### config.mk
export PLATFORM = sky130hd
export DESIGN_NAME = mfc_top
export DESIGN_NICKNAME = d
export VERILOG_FILES = /design/src/include/mfc_pkg.sv /design/src/verilog/mfc_ctr.sv /design/src/verilog/mfc_edge.sv /design/src/verilog/mfc_top.sv
export SDC_FILE = /design/constraint.sdc
export NUM_CORES = 1
export LEC_CHECK = 0
export BUFFER_PORTS_ARGS = -buffer_cell sky130_fd_sc_hd__buf_2
export CAP_MARGIN = 0
export CORE_MARGIN = 3
export CORE_UTILIZATION = 57
export CTS_CLUSTER_SIZE = 12
export DETAILED_ROUTE_END_ITERATION = 12
export MAX_ROUTING_LAYER = met4
export PLACE_DENSITY = 0.83
export SETUP_SLACK_MARGIN = 0.3
export SLEW_MARGIN = 25
export SYNTH_ARGS = -nofsm -noshare
export SYNTH_HDL_FRONTEND = slang
export SYNTH_SLANG_ARGS = --single-unit
export TNS_END_PERCENT = 20
### constraint.sdc
create_clock -name clk_i -period 16.24 [get_ports clk_i]
set_input_delay 3.248 -clock clk_i [delete_from_list [all_inputs] [get_ports clk_i]]
set_output_delay 3.248 -clock clk_i [all_outputs]
set_load 0.02 [all_outputs]
### src/include/mfc_pkg.sv
// shared constants and types for the multi function counter block
package mfc_pkg;
    // counter width and limits
    localparam int CNT_W = 32;
    localparam logic [31:0] CNT_MAX = 32'hFFFF_FFFF;
    localparam logic [31:0] CNT_ZERO = 32'h0000_0000;
    localparam logic [31:0] CNT_ONE = 32'h0000_0001;
    // clock rate and fastest tick
    localparam int CLK_HZ = 10_000_000;
    localparam int TICK_MIN_NS = 25;
    localparam int CLK_NS = 1_000_000_000 / CLK_HZ;
    // a 25 ns tick cannot be finer than one 100 ns clock: one cycle
    localparam int TICK_MIN_CYC = (TICK_MIN_NS / CLK_NS) < 1 ? 1 :
        (TICK_MIN_NS / CLK_NS);
    localparam int DIV_W = 16;
    // second counter stop count for logging
    localparam logic [31:0] LOG_STOP_CNT = 32'h0000_03E8;
    // edge selection bit positions
    localparam int EDGE_RISE = 0;
    localparam int EDGE_FALL = 1;
    // compare modes
    typedef enum logic [1:0] {
        MFC_CMP_EQ = 2'b00,
        MFC_CMP_RANGE = 2'b01,
        MFC_CMP_OFF = 2'b11
    } mfc_cmp_t;
    // run state of a counter
    typedef enum logic [1:0] {
        MFC_IDLE = 2'b00,
        MFC_RUN = 2'b01
    } mfc_state_t;
endpackage : mfc_pkg

### src/verilog/mfc_ctr.sv
// counter timer with tick divider, ring wrap or linear stop, compare and capture
`timescale 1ns/1ns
`default_nettype none
module mfc_ctr #(
    parameter int W = mfc_pkg::CNT_W
) (
    // clock and reset
    input wire logic clk_i,
    input wire logic rst_i,
    // configuration, static while counting
    input wire logic ring_i,
    input wire logic step_en_i,
    input wire logic [W-1:0] step_i,
    input wire logic [W-1:0] upper_i,
    input wire logic [W-1:0] lower_i,
    input wire logic [W-1:0] preset_i,
    input wire logic halt_reload_i,
    input wire logic [mfc_pkg::DIV_W-1:0] tick_div_i,
    input wire logic [1:0] cmp_mode_i,
    input wire logic [W-1:0] cmp_a_i,
    input wire logic [W-1:0] cmp_b_i,
    // event inputs, one-cycle pulses, and the tick mode level
    input wire logic run_i,
    input wire logic halt_i,
    input wire logic cap_i,
    input wire logic count_i,
    input wire logic tick_mode_i,
    // results
    output logic [W-1:0] count_o,
    output logic [W-1:0] cap_o,
    output logic cmp_o,
    output logic running_o
);
    logic [mfc_pkg::DIV_W-1:0] div;
    logic tick;
    logic adv;
    logic [W:0] sum;

    // tick divider; divider 0 gives one tick per clock, the 100 ns floor
    always_ff @(posedge clk_i) begin
        if (rst_i || !running_o || div >= tick_div_i) begin
            div <= '0;
        end else begin
            div <= div + 1'b1;
        end
    end
    assign tick = running_o && (div >= tick_div_i);

    // advance on tick in timer mode, on event pulse in counting mode
    assign adv = tick_mode_i ? tick : (running_o && count_i);
    assign sum = {1'b0, count_o} + {1'b0, (step_en_i ? step_i :
        W'(mfc_pkg::CNT_ONE))};

    // run / halt control
    always_ff @(posedge clk_i) begin
        if (rst_i || halt_i) begin
            running_o <= 1'b0;
        end else if (run_i) begin
            running_o <= 1'b1;
        end
    end

    // count register: halt reload wins over advance
    always_ff @(posedge clk_i) begin
        if (rst_i) begin
            count_o <= '0;
        end else if (halt_i && halt_reload_i) begin
            count_o <= preset_i;
        end else if (adv) begin
            if (sum >= {1'b0, upper_i}) begin
                // ring carries the overshoot past the lower limit, so a
                // step that does not divide the span keeps the ratio exact;
                // linear stops at upper
                count_o <= ring_i ? lower_i + (sum[W-1:0] - upper_i)
                    : upper_i;
            end else begin
                count_o <= sum[W-1:0];
            end
        end
    end

    // capture holds the count at the capture edge, even with halt
    always_ff @(posedge clk_i) begin
        if (rst_i) begin
            cap_o <= '0;
        end else if (cap_i) begin
            cap_o <= count_o;
        end
    end

    // comparator registered from the count
    always_ff @(posedge clk_i) begin
        if (rst_i) begin
            cmp_o <= 1'b0;
        end else begin
            unique case (cmp_mode_i)
                mfc_pkg::MFC_CMP_EQ: cmp_o <= (count_o == cmp_a_i);
                mfc_pkg::MFC_CMP_RANGE: cmp_o <= (count_o >= cmp_a_i) &&
                    (count_o <= cmp_b_i);
                default: cmp_o <= 1'b0;
            endcase
        end
    end

    a_cap_copy: assert property (@(posedge clk_i) disable iff (rst_i)
        cap_i |=> cap_o == $past(count_o))
        else $error("capture did not copy count");
    a_halt_stop: assert property (@(posedge clk_i) disable iff (rst_i)
        halt_i |=> !running_o)
        else $error("halt did not stop counting");
    a_run_start: assert property (@(posedge clk_i) disable iff (rst_i)
        (run_i && !halt_i) |=> running_o)
        else $error("run did not start counting");
    a_reload_val: assert property (@(posedge clk_i) disable iff (rst_i)
        (halt_i && halt_reload_i) |=> count_o == $past(preset_i))
        else $error("halt reload missing");
    a_range_low: assert property (@(posedge clk_i) disable iff (rst_i)
        (cmp_mode_i == mfc_pkg::MFC_CMP_RANGE && count_o < cmp_a_i)
        |=> !cmp_o)
        else $error("range output high below threshold");
    a_ring_wrap: assert property (@(posedge clk_i) disable iff (rst_i)
        (adv && ring_i && !halt_i && sum >= {1'b0, upper_i})
        |=> count_o == $past(lower_i) + ($past(sum[W-1:0]) -
        $past(upper_i)))
        else $error("ring did not reload lower limit");
    c_wrap: cover property (@(posedge clk_i)
        adv && ring_i && sum >= {1'b0, upper_i});
    c_cap: cover property (@(posedge clk_i) cap_i && halt_i);
endmodule : mfc_ctr
`default_nettype wire

### src/verilog/mfc_edge.sv
// edge detector giving a single clock pulse per selected edge
`timescale 1ns/1ns
`default_nettype none
module mfc_edge (
    // clock and reset
    input wire logic clk_i,
    input wire logic rst_i,
    // signal and edge selection
    input wire logic sig_i,
    input wire logic [1:0] sel_i,
    // pulse out
    output logic pulse_o
);
    logic prev;

    // previous sample; both edges may be enabled together
    always_ff @(posedge clk_i) begin
        if (rst_i) begin
            prev <= 1'b0;
            pulse_o <= 1'b0;
        end else begin
            prev <= sig_i;
            pulse_o <= (sel_i[mfc_pkg::EDGE_RISE] & sig_i & ~prev) |
                       (sel_i[mfc_pkg::EDGE_FALL] & ~sig_i & prev);
        end
    end

    a_edge_single: assert property (@(posedge clk_i) disable iff (rst_i)
        pulse_o |=> !pulse_o || (sel_i == 2'b11))
        else $error("edge pulse held two cycles");
endmodule : mfc_edge
`default_nettype wire

### src/verilog/mfc_top.sv
// multi function counter block: ratio, pulse width and logging strobe
`timescale 1ns/1ns
`default_nettype none
module mfc_top #(
    parameter int W = mfc_pkg::CNT_W,
    parameter logic [31:0] STOP_CNT = mfc_pkg::LOG_STOP_CNT
) (
    // clock and reset
    input wire logic clk_i,
    input wire logic rst_i,
    // external pulse inputs
    input wire logic pulse_i,
    input wire logic start_i,
    // first counter configuration
    input wire logic [1:0] cnt_edge_i,
    input wire logic ring_i,
    input wire logic step_en_i,
    input wire logic [W-1:0] step_i,
    input wire logic [W-1:0] upper_i,
    input wire logic [W-1:0] lower_i,
    input wire logic [W-1:0] preset_i,
    input wire logic halt_reload_i,
    input wire logic [mfc_pkg::DIV_W-1:0] tick_div_i,
    input wire logic [1:0] cmp_mode_i,
    input wire logic [W-1:0] cmp_a_i,
    input wire logic [W-1:0] cmp_b_i,
    // function select
    input wire logic [1:0] func_i,
    input wire logic meas_off_i,
    // second stage one-shot configuration
    input wire logic [W-1:0] shot_cmp_i,
    input wire logic [W-1:0] shot_preset_i,
    input wire logic [W-1:0] shot_step_i,
    input wire logic shot_step_en_i,
    input wire logic [mfc_pkg::DIV_W-1:0] shot_div_i,
    // results
    output logic [W-1:0] count_o,
    output logic [W-1:0] width_o,
    output logic cmp_o,
    output logic ratio_o,
    output logic strobe_o,
    output logic busy_o,
    output logic [W-1:0] samples_o
);
    // function codes
    localparam logic [1:0] FN_RATIO = 2'b00;
    localparam logic [1:0] FN_MEAS = 2'b01;
    localparam logic [1:0] FN_LOG = 2'b10;

    logic cnt_ev, rise_ev, fall_ev, start_ev;
    logic run0, halt0, cap0, count0, tmode0;
    logic [1:0] mode0;
    logic [W-1:0] a0, b0, up0, lo0, pre0;
    logic ring0, rld0;
    logic [W-1:0] c0_count, c0_cap;
    logic c0_cmp, c0_run;
    logic cmp_prev, cmp_rise;
    logic shot_run, shot_done;
    logic [W-1:0] shot_count;
    logic [W:0] shot_sum;
    logic [mfc_pkg::DIV_W-1:0] shot_div;
    logic shot_tick;
    logic [W-1:0] log_count;
    logic log_halt;
    logic [mfc_pkg::DIV_W:0] strobe_len;

    // counting edge for ratio mode; both edges may be set
    mfc_edge u_cnt_edge (
        .clk_i(clk_i),
        .rst_i(rst_i),
        .sig_i(pulse_i),
        .sel_i(cnt_edge_i),
        .pulse_o(cnt_ev)
    );
    // measurement edges
    mfc_edge u_rise (
        .clk_i(clk_i),
        .rst_i(rst_i),
        .sig_i(pulse_i),
        .sel_i(2'b01),
        .pulse_o(rise_ev)
    );
    mfc_edge u_fall (
        .clk_i(clk_i),
        .rst_i(rst_i),
        .sig_i(pulse_i),
        .sel_i(2'b10),
        .pulse_o(fall_ev)
    );
    // logging start edge
    mfc_edge u_start (
        .clk_i(clk_i),
        .rst_i(rst_i),
        .sig_i(start_i),
        .sel_i(2'b01),
        .pulse_o(start_ev)
    );

    // route events and settings to the first counter per function
    always_comb begin
        run0 = 1'b0;
        halt0 = 1'b0;
        cap0 = 1'b0;
        count0 = cnt_ev;
        tmode0 = 1'b1;
        mode0 = cmp_mode_i;
        a0 = cmp_a_i;
        b0 = cmp_b_i;
        up0 = upper_i;
        lo0 = lower_i;
        pre0 = preset_i;
        ring0 = ring_i;
        rld0 = halt_reload_i;
        unique case (func_i)
            FN_RATIO: begin
                // count on edges, ring mode, range compare
                run0 = !c0_run;
                tmode0 = 1'b0;
                ring0 = 1'b1;
                mode0 = mfc_pkg::MFC_CMP_RANGE;
                a0 = upper_i >> 1;
                b0 = upper_i - 1'b1;
            end
            FN_MEAS: begin
                // off width swaps the run and halt edges
                run0 = meas_off_i ? fall_ev : rise_ev;
                halt0 = meas_off_i ? rise_ev : fall_ev;
                cap0 = halt0;
                ring0 = 1'b0;
                up0 = W'(mfc_pkg::CNT_MAX);
                lo0 = '0;
                pre0 = '0;
                rld0 = 1'b1;
            end
            FN_LOG: begin
                // ring between limits, equal compare at the lower limit
                run0 = start_ev;
                halt0 = log_halt;
                ring0 = 1'b1;
                mode0 = mfc_pkg::MFC_CMP_EQ;
                a0 = lower_i;
                pre0 = '0;
                rld0 = 1'b1;
            end
            default: begin
                mode0 = mfc_pkg::MFC_CMP_OFF;
            end
        endcase
    end

    // the shared counter timer
    mfc_ctr #(.W(W)) u_ctr0 (
        .clk_i(clk_i),
        .rst_i(rst_i),
        .ring_i(ring0),
        .step_en_i(step_en_i),
        .step_i(step_i),
        .upper_i(up0),
        .lower_i(lo0),
        .preset_i(pre0),
        .halt_reload_i(rld0),
        .tick_div_i(tick_div_i),
        .cmp_mode_i(mode0),
        .cmp_a_i(a0),
        .cmp_b_i(b0),
        .run_i(run0),
        .halt_i(halt0),
        .cap_i(cap0),
        .count_i(count0),
        .tick_mode_i(tmode0),
        .count_o(c0_count),
        .cap_o(c0_cap),
        .cmp_o(c0_cmp),
        .running_o(c0_run)
    );

    // rising edge of the compare output is the event link
    always_ff @(posedge clk_i) begin
        if (rst_i) begin
            cmp_prev <= 1'b0;
        end else begin
            cmp_prev <= c0_cmp;
        end
    end
    assign cmp_rise = c0_cmp && !cmp_prev;

    // one-shot tick divider
    always_ff @(posedge clk_i) begin
        if (rst_i || !shot_run || shot_div >= shot_div_i) begin
            shot_div <= '0;
        end else begin
            shot_div <= shot_div + 1'b1;
        end
    end
    assign shot_tick = shot_run && (shot_div >= shot_div_i);
    assign shot_sum = {1'b0, shot_count} + {1'b0, (shot_step_en_i ?
        shot_step_i : W'(mfc_pkg::CNT_ONE))};
    // high from preset through compare: (compare-preset+1)/step ticks, rounded up
    assign shot_done = shot_tick && (shot_sum > {1'b0, shot_cmp_i});

    // one-shot state: set on compare rise in ratio function, clear after its time
    always_ff @(posedge clk_i) begin
        if (rst_i) begin
            shot_run <= 1'b0;
            shot_count <= '0;
        end else if (func_i == FN_RATIO && cmp_rise && !shot_run) begin
            shot_run <= 1'b1;
            shot_count <= shot_preset_i;
        end else if (shot_done) begin
            shot_run <= 1'b0;
        end else if (shot_tick) begin
            shot_count <= shot_sum[W-1:0];
        end
    end

    // second counter: counts strobes, halts the first at the stop count
    always_ff @(posedge clk_i) begin
        if (rst_i || (func_i == FN_LOG && start_ev && !c0_run)) begin
            log_count <= '0;
        end else if (func_i == FN_LOG && cmp_rise && c0_run) begin
            log_count <= log_count + 1'b1;
        end
    end
    assign log_halt = c0_run && (log_count == STOP_CNT);

    // registered outputs
    always_ff @(posedge clk_i) begin
        if (rst_i) begin
            count_o <= '0;
            width_o <= '0;
            cmp_o <= 1'b0;
            ratio_o <= 1'b0;
            strobe_o <= 1'b0;
            busy_o <= 1'b0;
            samples_o <= '0;
        end else begin
            count_o <= c0_count;
            width_o <= c0_cap;
            cmp_o <= c0_cmp;
            ratio_o <= shot_run;
            strobe_o <= func_i == FN_LOG && c0_cmp && c0_run;
            busy_o <= c0_run;
            samples_o <= log_count;
        end
    end

    a_stop_count: assert property (@(posedge clk_i) disable iff (rst_i)
        (func_i == FN_LOG && log_count == STOP_CNT && c0_run)
        |=> !c0_run)
        else $error("logging did not stop at count");
    // clocks the strobe has stood so far; a tick spans tick_div_i+1
    // clocks, so a strobe may stand that long and no longer
    always_ff @(posedge clk_i) begin
        if (rst_i || !strobe_o) begin
            strobe_len <= '0;
        end else begin
            strobe_len <= strobe_len + 1'b1;
        end
    end

    a_strobe_once: assert property (@(posedge clk_i) disable iff (rst_i)
        strobe_o |-> strobe_len <= {1'b0, tick_div_i})
        else $error("strobe longer than one tick");
    c_ratio_pulse: cover property (@(posedge clk_i) $rose(ratio_o));
    c_log_end: cover property (@(posedge clk_i) log_halt);
    c_meas: cover property (@(posedge clk_i) func_i == FN_MEAS && cap0);
endmodule : mfc_top
`default_nettype wire
Yosys cells after proc, flatten, opt, wreduce, memory -nomap -nowiden. Cells that the tools add are included.

Register bits after elaboration: 269. Output and inout port bits: 100. Logic and storage cells: 112.

Add/subtract/negate cells: 8. $lt $le $gt $ge: 6. Eq/ne operators: 6. Multiplexer cells: 26. Bitwise operators: 11. Reductions and logical operators: 33.

Operator list (count): 32-bit two-way mux (13); 32-bit by 32-bit adder with 33-bit output (2); 32-bit one-hot mux with 2 select lines (1); 33-bit by 32-bit >= comparator with 1-bit output (1); 33-bit by 32-bit > comparator with 1-bit output (1); 16-bit by 1-bit adder with 16-bit output (second input constant) (2); 32-bit by 1-bit adder with 32-bit output (second input constant) (1); 32-bit adder (1); 32-bit by 10-bit == test with 1-bit output (second input constant) (1); 32-bit == test (1); 16-bit >= comparator (2); 32-bit >= comparator (1); 32-bit <= comparator (1); 32-bit by 1-bit subtractor with 32-bit output (second input constant) (1); 32-bit subtractor (1); 1-bit logical AND (16); 1-bit bitwise AND (7); 1-bit two-way mux (7); 1-bit logical OR (6); 1-bit one-hot mux with 2 select lines (3); 2-bit one-hot mux with 3 select lines (1); 2-bit nonzero test (3); 2-bit by 1-bit == test with 1-bit output (second input constant) (2); 2-bit logical NOT (2); 8 further kinds (13).

Longest topological paths before layout.
Word-level depth: 8. Depth in mapped cells: 26.

Hierarchy. Synthesis repeated with hierarchy kept, for this count alone.

Cells, all modules: 2869. Area total of the unflattened synthesis: 22923.2 sq um.

Modules (own cells, without submodules): mfc_top (instances 1, cells each 1408, area each 11593.6 sq um); mfc_ctr (instances 1, cells each 1437, area each 11049.3 sq um); mfc_edge (instances 4, cells each 6, area each 70.1 sq um).

Worst setup path before layout. No wires, ideal clock.

Path type: input to register. Start: input port step_en_i. End: register u_ctr0.count_o[26]. Library setup time: 0.122 ns. Arrival: 8.132 ns. Setup slack: 7.986 ns. Stages: 24. Path buffers: 1. Cells stage by stage: clkbuf_1 -> and2_1 -> ha_1 -> and3_1 -> a221o_1 -> o221ai_1 -> nand2b_1 -> a21oi_1 -> o21ai_1 -> a21o_1 -> a21oi_1 -> xnor2_1 -> fa_1 -> ha_1 -> a21o_1 -> a21oi_1 -> o21bai_1 -> or4_1 -> a31oi_1 -> o31ai_1 -> a21oi_1 -> xor2_1 -> a21oi_1 -> a221o_1.

Word-level cells in the longest chain between the ends: 8. Elaborated cells between the ends (all ways): 9. Classes of those cells: add/sub (3); order compare (1); mux (5).

Ends and longest elaborated chain: from (decl) (RTL line mfc_top.sv:17) `input wire logic step_en_i,`; 32-bit two-way mux (*) (RTL line mfc_ctr.sv:51) `assign sum = {1'b0, count_o} + {1'b0, (step_en_i ? step_i :`; 32-bit by 32-bit adder with 33-bit output (*) (RTL line mfc_ctr.sv:51); 32-bit subtractor (RTL line mfc_ctr.sv:74) `count_o <= ring_i ? lower_i + (sum[W-1:0] - upper_i)`; 32-bit adder (RTL line mfc_ctr.sv:74); 32-bit two-way mux (RTL line mfc_ctr.sv:74); 32-bit two-way mux (*) (RTL line mfc_ctr.sv:70) `if (sum >= {1'b0, upper_i}) begin`; 32-bit two-way mux (*) (RTL line mfc_ctr.sv:69) `end else if (adv) begin`; 32-bit two-way mux (*) (RTL line mfc_ctr.sv:67) `end else if (halt_i && halt_reload_i) begin`; to (signal assigned) (RTL line mfc_ctr.sv:68) `count_o <= preset_i;`; to (signal assigned) (RTL line mfc_ctr.sv:74); to (signal assigned) (RTL line mfc_ctr.sv:77) `count_o <= sum[W-1:0];`; to (decl) (RTL line mfc_ctr.sv:29) `output logic [W-1:0] count_o,`.

Every way passes the cells marked *; elsewhere a longest branch is shown, timed or not. The select of a mux whose other input is x is not followed. A chain may end at the register's enable or synchronous reset.

Worst setup path after layout.
Start: input port step_en_i. End: register u_ctr0.count_o[25].

Same word-level chain as after synthesis.

==> metrics.md <==
| Metric | Value |
|---|---|
| RR Endpoint | u_ctr0.count_o[25] |
| Synth Area in Adders | about a fifth |
| Clk_skew | around 0.016 ns |
| Critical path endpoint category | flop |
| Post-synth top cells | 269 x dfxtp_1, 264 x ha_1, 228 x nor2_1 |
| Via count | 20570 |
| Final setup viols | 0 |
| Worst min-delay path endpoint | u_start.pulse_o |
| Mapped cell area | 20950 sq um |
| Pin count of the biggest net entering global routing | 91 |
| Drt drc | 0 |
| Min-delay worst type | reg -> reg |
| Worst Hold Depth | 1 |
| Worst skew pair latency | 0.58 ns |
| DR vias/cell | 6.024 |
| CP required | approximately 17 ns |
| Least-Margin Pin Slew | ~1.1 ns |
| Compound-cell area share of the yosys netlist | 19.57% |
| Outcome | finished, final reports clean |
| Clock buffer depth | 3 |
| Slew Limit Fails | 0 |
| Register area share after synthesis | 25.71% |
| Chip height | around 200 microns |
| Largest area contributor in the synthesized netlist | dfxtp_1 |
| Grt ovf | 0 |
| Worst setup SP type | primary input |
| Initial Util | 58.32% |
| Slew margin rel. | 27.35% |
| DRT Pass-1 Iters | 8 |
| Clock-pin slew on the worst setup and hold paths | roughly 0.06 ns |
| Post-synthesis mux area share | 3.160% |
| Hold Vio Cnt, Final | 0 |
| Final ANT Viol Nets | 0 |
| Leakage Power | 0.01137 uW |
| Fraction of registers with async set/reset | 0% |
| CTS tree | done |
| Delay of the slowest critical-path stage | 0.87 ns |
| Reg2Reg Setup Slack | approximately 9.7 ns |
| Top Ports | 435 |
| Critical path peak fanout | 40 |
| Clock root cell | clkbuf_16 |
| Fill cells | about 2900 |
| H-tree levels | 1 |
| Mapped Cells | 2568 |
| Simple-gate share of the synthesized area | 22.16% |
| Setup_tns | 0 ns |
| Wire length on met3 | 6.487 mm |
| Critical Path AT | about 10 ns |
| Syn nets | 3200 |
| Main combinational cell family by area after synthesis | simple AND/OR/NAND/NOR gates |
| Post-CTS resize count | 0 |
| Share of layout cells above drive strength 1 | 17.88% |
| # Post-CTS Setup Buffers | 0 |
| Final Wtd Congestion | 0.9754 |
| Initial antenna violation count | 20 |
| WL final | 69.99 mm |
| Number of max-cap violations | 0 |
| Input/output buffers | 401 |
| Core Area | ~36000 sq um |
| Period utilization | 57.57% |
| CTS sink count | 269 |
| Crit-path slowest cell | nor2_1 |
| Count leader, synth | dfxtp_1 |
| Largest cells by area after synthesis | dfxtp_1 26%, ha_1 16%, a21oi_1 5.2%, nor2b_1 4.2%, nor2_1 4.1% |
| Top cell type's share of synthesized area | approximately a quarter |
| Power per cell area | 73.99 nW/um^2 |
| Initial DRC Count | 1603 |
| Max Freq | 107.0 MHz |
| First-pass GRT wire length | 107.8 mm |
| Metal2 WL | 31.72 mm |
| Post-synth EDFFs | 0 |
| WL met1 | 28.57 mm |
| Routed wire per std cell | 20.50 microns |
| Top FF cell, synth | dfxtp_1 |
| XOR/XNOR share of the synthesized area | 6.105% |
| Syn. warnings | 0 |
| Die Area | between 30000 and 40000 sq um |
| RSZ-0062 raised after global routing | no |
| DR top layer | met4 |
| Die width | 197.7 microns |
| # rows | 69 |
| Placed wire-length estimate | between 50 and 60 mm |
| Final min period | 9.350 ns |
| Reg2reg path depth | 21 |
| VDD IR-drop max | 80.36 uV |
| Nets | 3548 |
| Flops & latches, synth | 269 |
| Total GRT Usage | 35.62% |
| Area Growth Syn to Fin | 15.97% |
| Hold buffer count at cts | 0 |
| Final Power | 1797 uW |
| Critical setup path kind | in -> reg |
| Min-delay src | u_start.prev |
| Worst R2R Start | u_ctr0.count_o[3] |
| Unique cell type count in the Yosys netlist | 79 |
| Vias in the first global route | between 20000 and 25000 |
| Mapped Avg Cell Area | just over 8 sq um |
| CTS Buf Count | 30 |
| Crit path cell chain | buf_2 -> nand2b_1 -> ha_1 -> fa_1 -> a211oi_1 -> o21bai_1 -> a21oi_1 -> o31ai_2 -> a22oi_2 -> o21bai_1 -> a21o_1 -> a21oi_1 -> xnor2_1 -> ha_1 -> a21o_1 -> a21o_1 -> a21oi_1 -> o221ai_1 -> a2111oi_0 -> o21ai_2 -> buf_4 -> nor2_1 -> a22oi_1 -> o221ai_1 |
## kinds of logic after synthesis
family,after synthesis
compound gates,647
xor+xnor,146
fa+ha+maj,297
buf+inv,227
flops,269
mux,63
simple gates,919
## sequential cells by signal, indices dropped and copies added (netlist names), 16 cells and up
signal / count
count_o: 32
log_count: 32
samples_o: 32
shot_count: 32
shot_div: 16
u_ctr0.cap_o: 32
u_ctr0.count_o: 32
u_ctr0.div: 16
width_o: 32
## cell usage in the layout, fill, tap and decap left out, types with 7 or more instances in the layout
| master | synthesis | final |
|---|---|---|
| a211oi_1 | 41 | 41 |
| a21o_1 | 52 | 52 |
| a21oi_1 | 216 | 216 |
| a221oi_1 | 11 | 11 |
| a22o_1 | 29 | 29 |
| a22oi_1 | 8 | 8 |
| a31o_2 | 7 | 7 |
| a31oi_1 | 12 | 11 |
| and2_1 | 69 | 69 |
| and3_1 | 28 | 28 |
| and4_1 | 15 | 15 |
| buf_2 | 4 | 401 |
| buf_4 | 0 | 11 |
| clkbuf_16 | 0 | 30 |
| dfxtp_1 | 269 | 269 |
| diode_2 | 0 | 23 |
| fa_1 | 33 | 33 |
| ha_1 | 264 | 261 |
| inv_1 | 129 | 129 |
| mux2_2 | 25 | 25 |
| mux2i_1 | 38 | 37 |
| nand2_1 | 217 | 216 |
| nand2b_1 | 42 | 42 |
| nand3_1 | 58 | 58 |
| nand4_1 | 39 | 39 |
| nor2_1 | 228 | 227 |
| nor2b_1 | 141 | 141 |
| nor3_1 | 22 | 22 |
| nor4_1 | 11 | 11 |
| o211ai_1 | 26 | 26 |
| o21a_1 | 21 | 21 |
| o21ai_0 | 145 | 145 |
| o21bai_1 | 11 | 10 |
| o221ai_1 | 9 | 9 |
| or2_2 | 10 | 10 |
| or3_1 | 11 | 11 |
| xnor2_1 | 78 | 78 |
| xor2_1 | 68 | 68 |
## per-stage QoR
| step | utilization (%) | instances | area [sq um] | setup WS [ns] | hold WS, ns |
|---|---|---|---|---|---|
| floorplan | - | 2568 | 20950 | 7.986 | 0.3674 |
| detailed placement | 64.71 | 3345 | 23240 | 6.480 | 0.3865 |
| finish | 67.64 | 3414 | 24290 | 6.890 | 0.3962 |
| global route | 67.61 | 3411 | 24280 | 6.473 | 0.4096 |
| CTS | 67.47 | 3391 | 24230 | 7.050 | 0.3916 |
| global placement | 64.67 | 3344 | 23220 | 6.423 | 0.3735 |
## worst max-delay path, delay by kind of cell
kind,cells,cell delay (ns)
fa+ha+maj,3,1.06
simple gates,2,1.00
buf+inv,2,0.69
xor+xnor,1,0.31
compound gates,16,3.47
## final cells by class
class                   instances  area, sq um  area share [%]
clock inverters                12        197.7          0.8138
inverters                     130        488.0           2.009
diodes                         23        57.56          0.2369
repair buffers                413         2101           8.648
flip-flops and latches        269         5385           22.17
clock buffers                  34        795.8           3.276
multi-input cells            2072        14690           60.47
well taps                     461        576.8           2.375
## per-layer routing
layer  global-route usage, %  up-vias
met5                       -        -
met4                   16.57        0
met3                   5.802      189
met2                   55.49      961
met1                   45.50     9605
li1                        -     9812
## power by group
part           total, uW  switching, uW  internal [uW]
sequential           669           4.69            664
combinational        433            254            178
clock                696            284            412
## worst max path at each step
stage,slack [ns],endpoint,cells after the start,startpoint
floorplan,7.99,u_ctr0.count_o[26],24,step_en_i
finish,6.89,u_ctr0.count_o[25],24,step_en_i
detailed placement,6.48,u_ctr0.count_o[25],24,step_en_i
CTS,7.05,u_ctr0.count_o[28],24,step_en_i
global route,6.47,u_ctr0.count_o[31],24,step_en_i
global placement,6.42,u_ctr0.count_o[25],24,step_en_i
(Power assumes the default switching activity.)
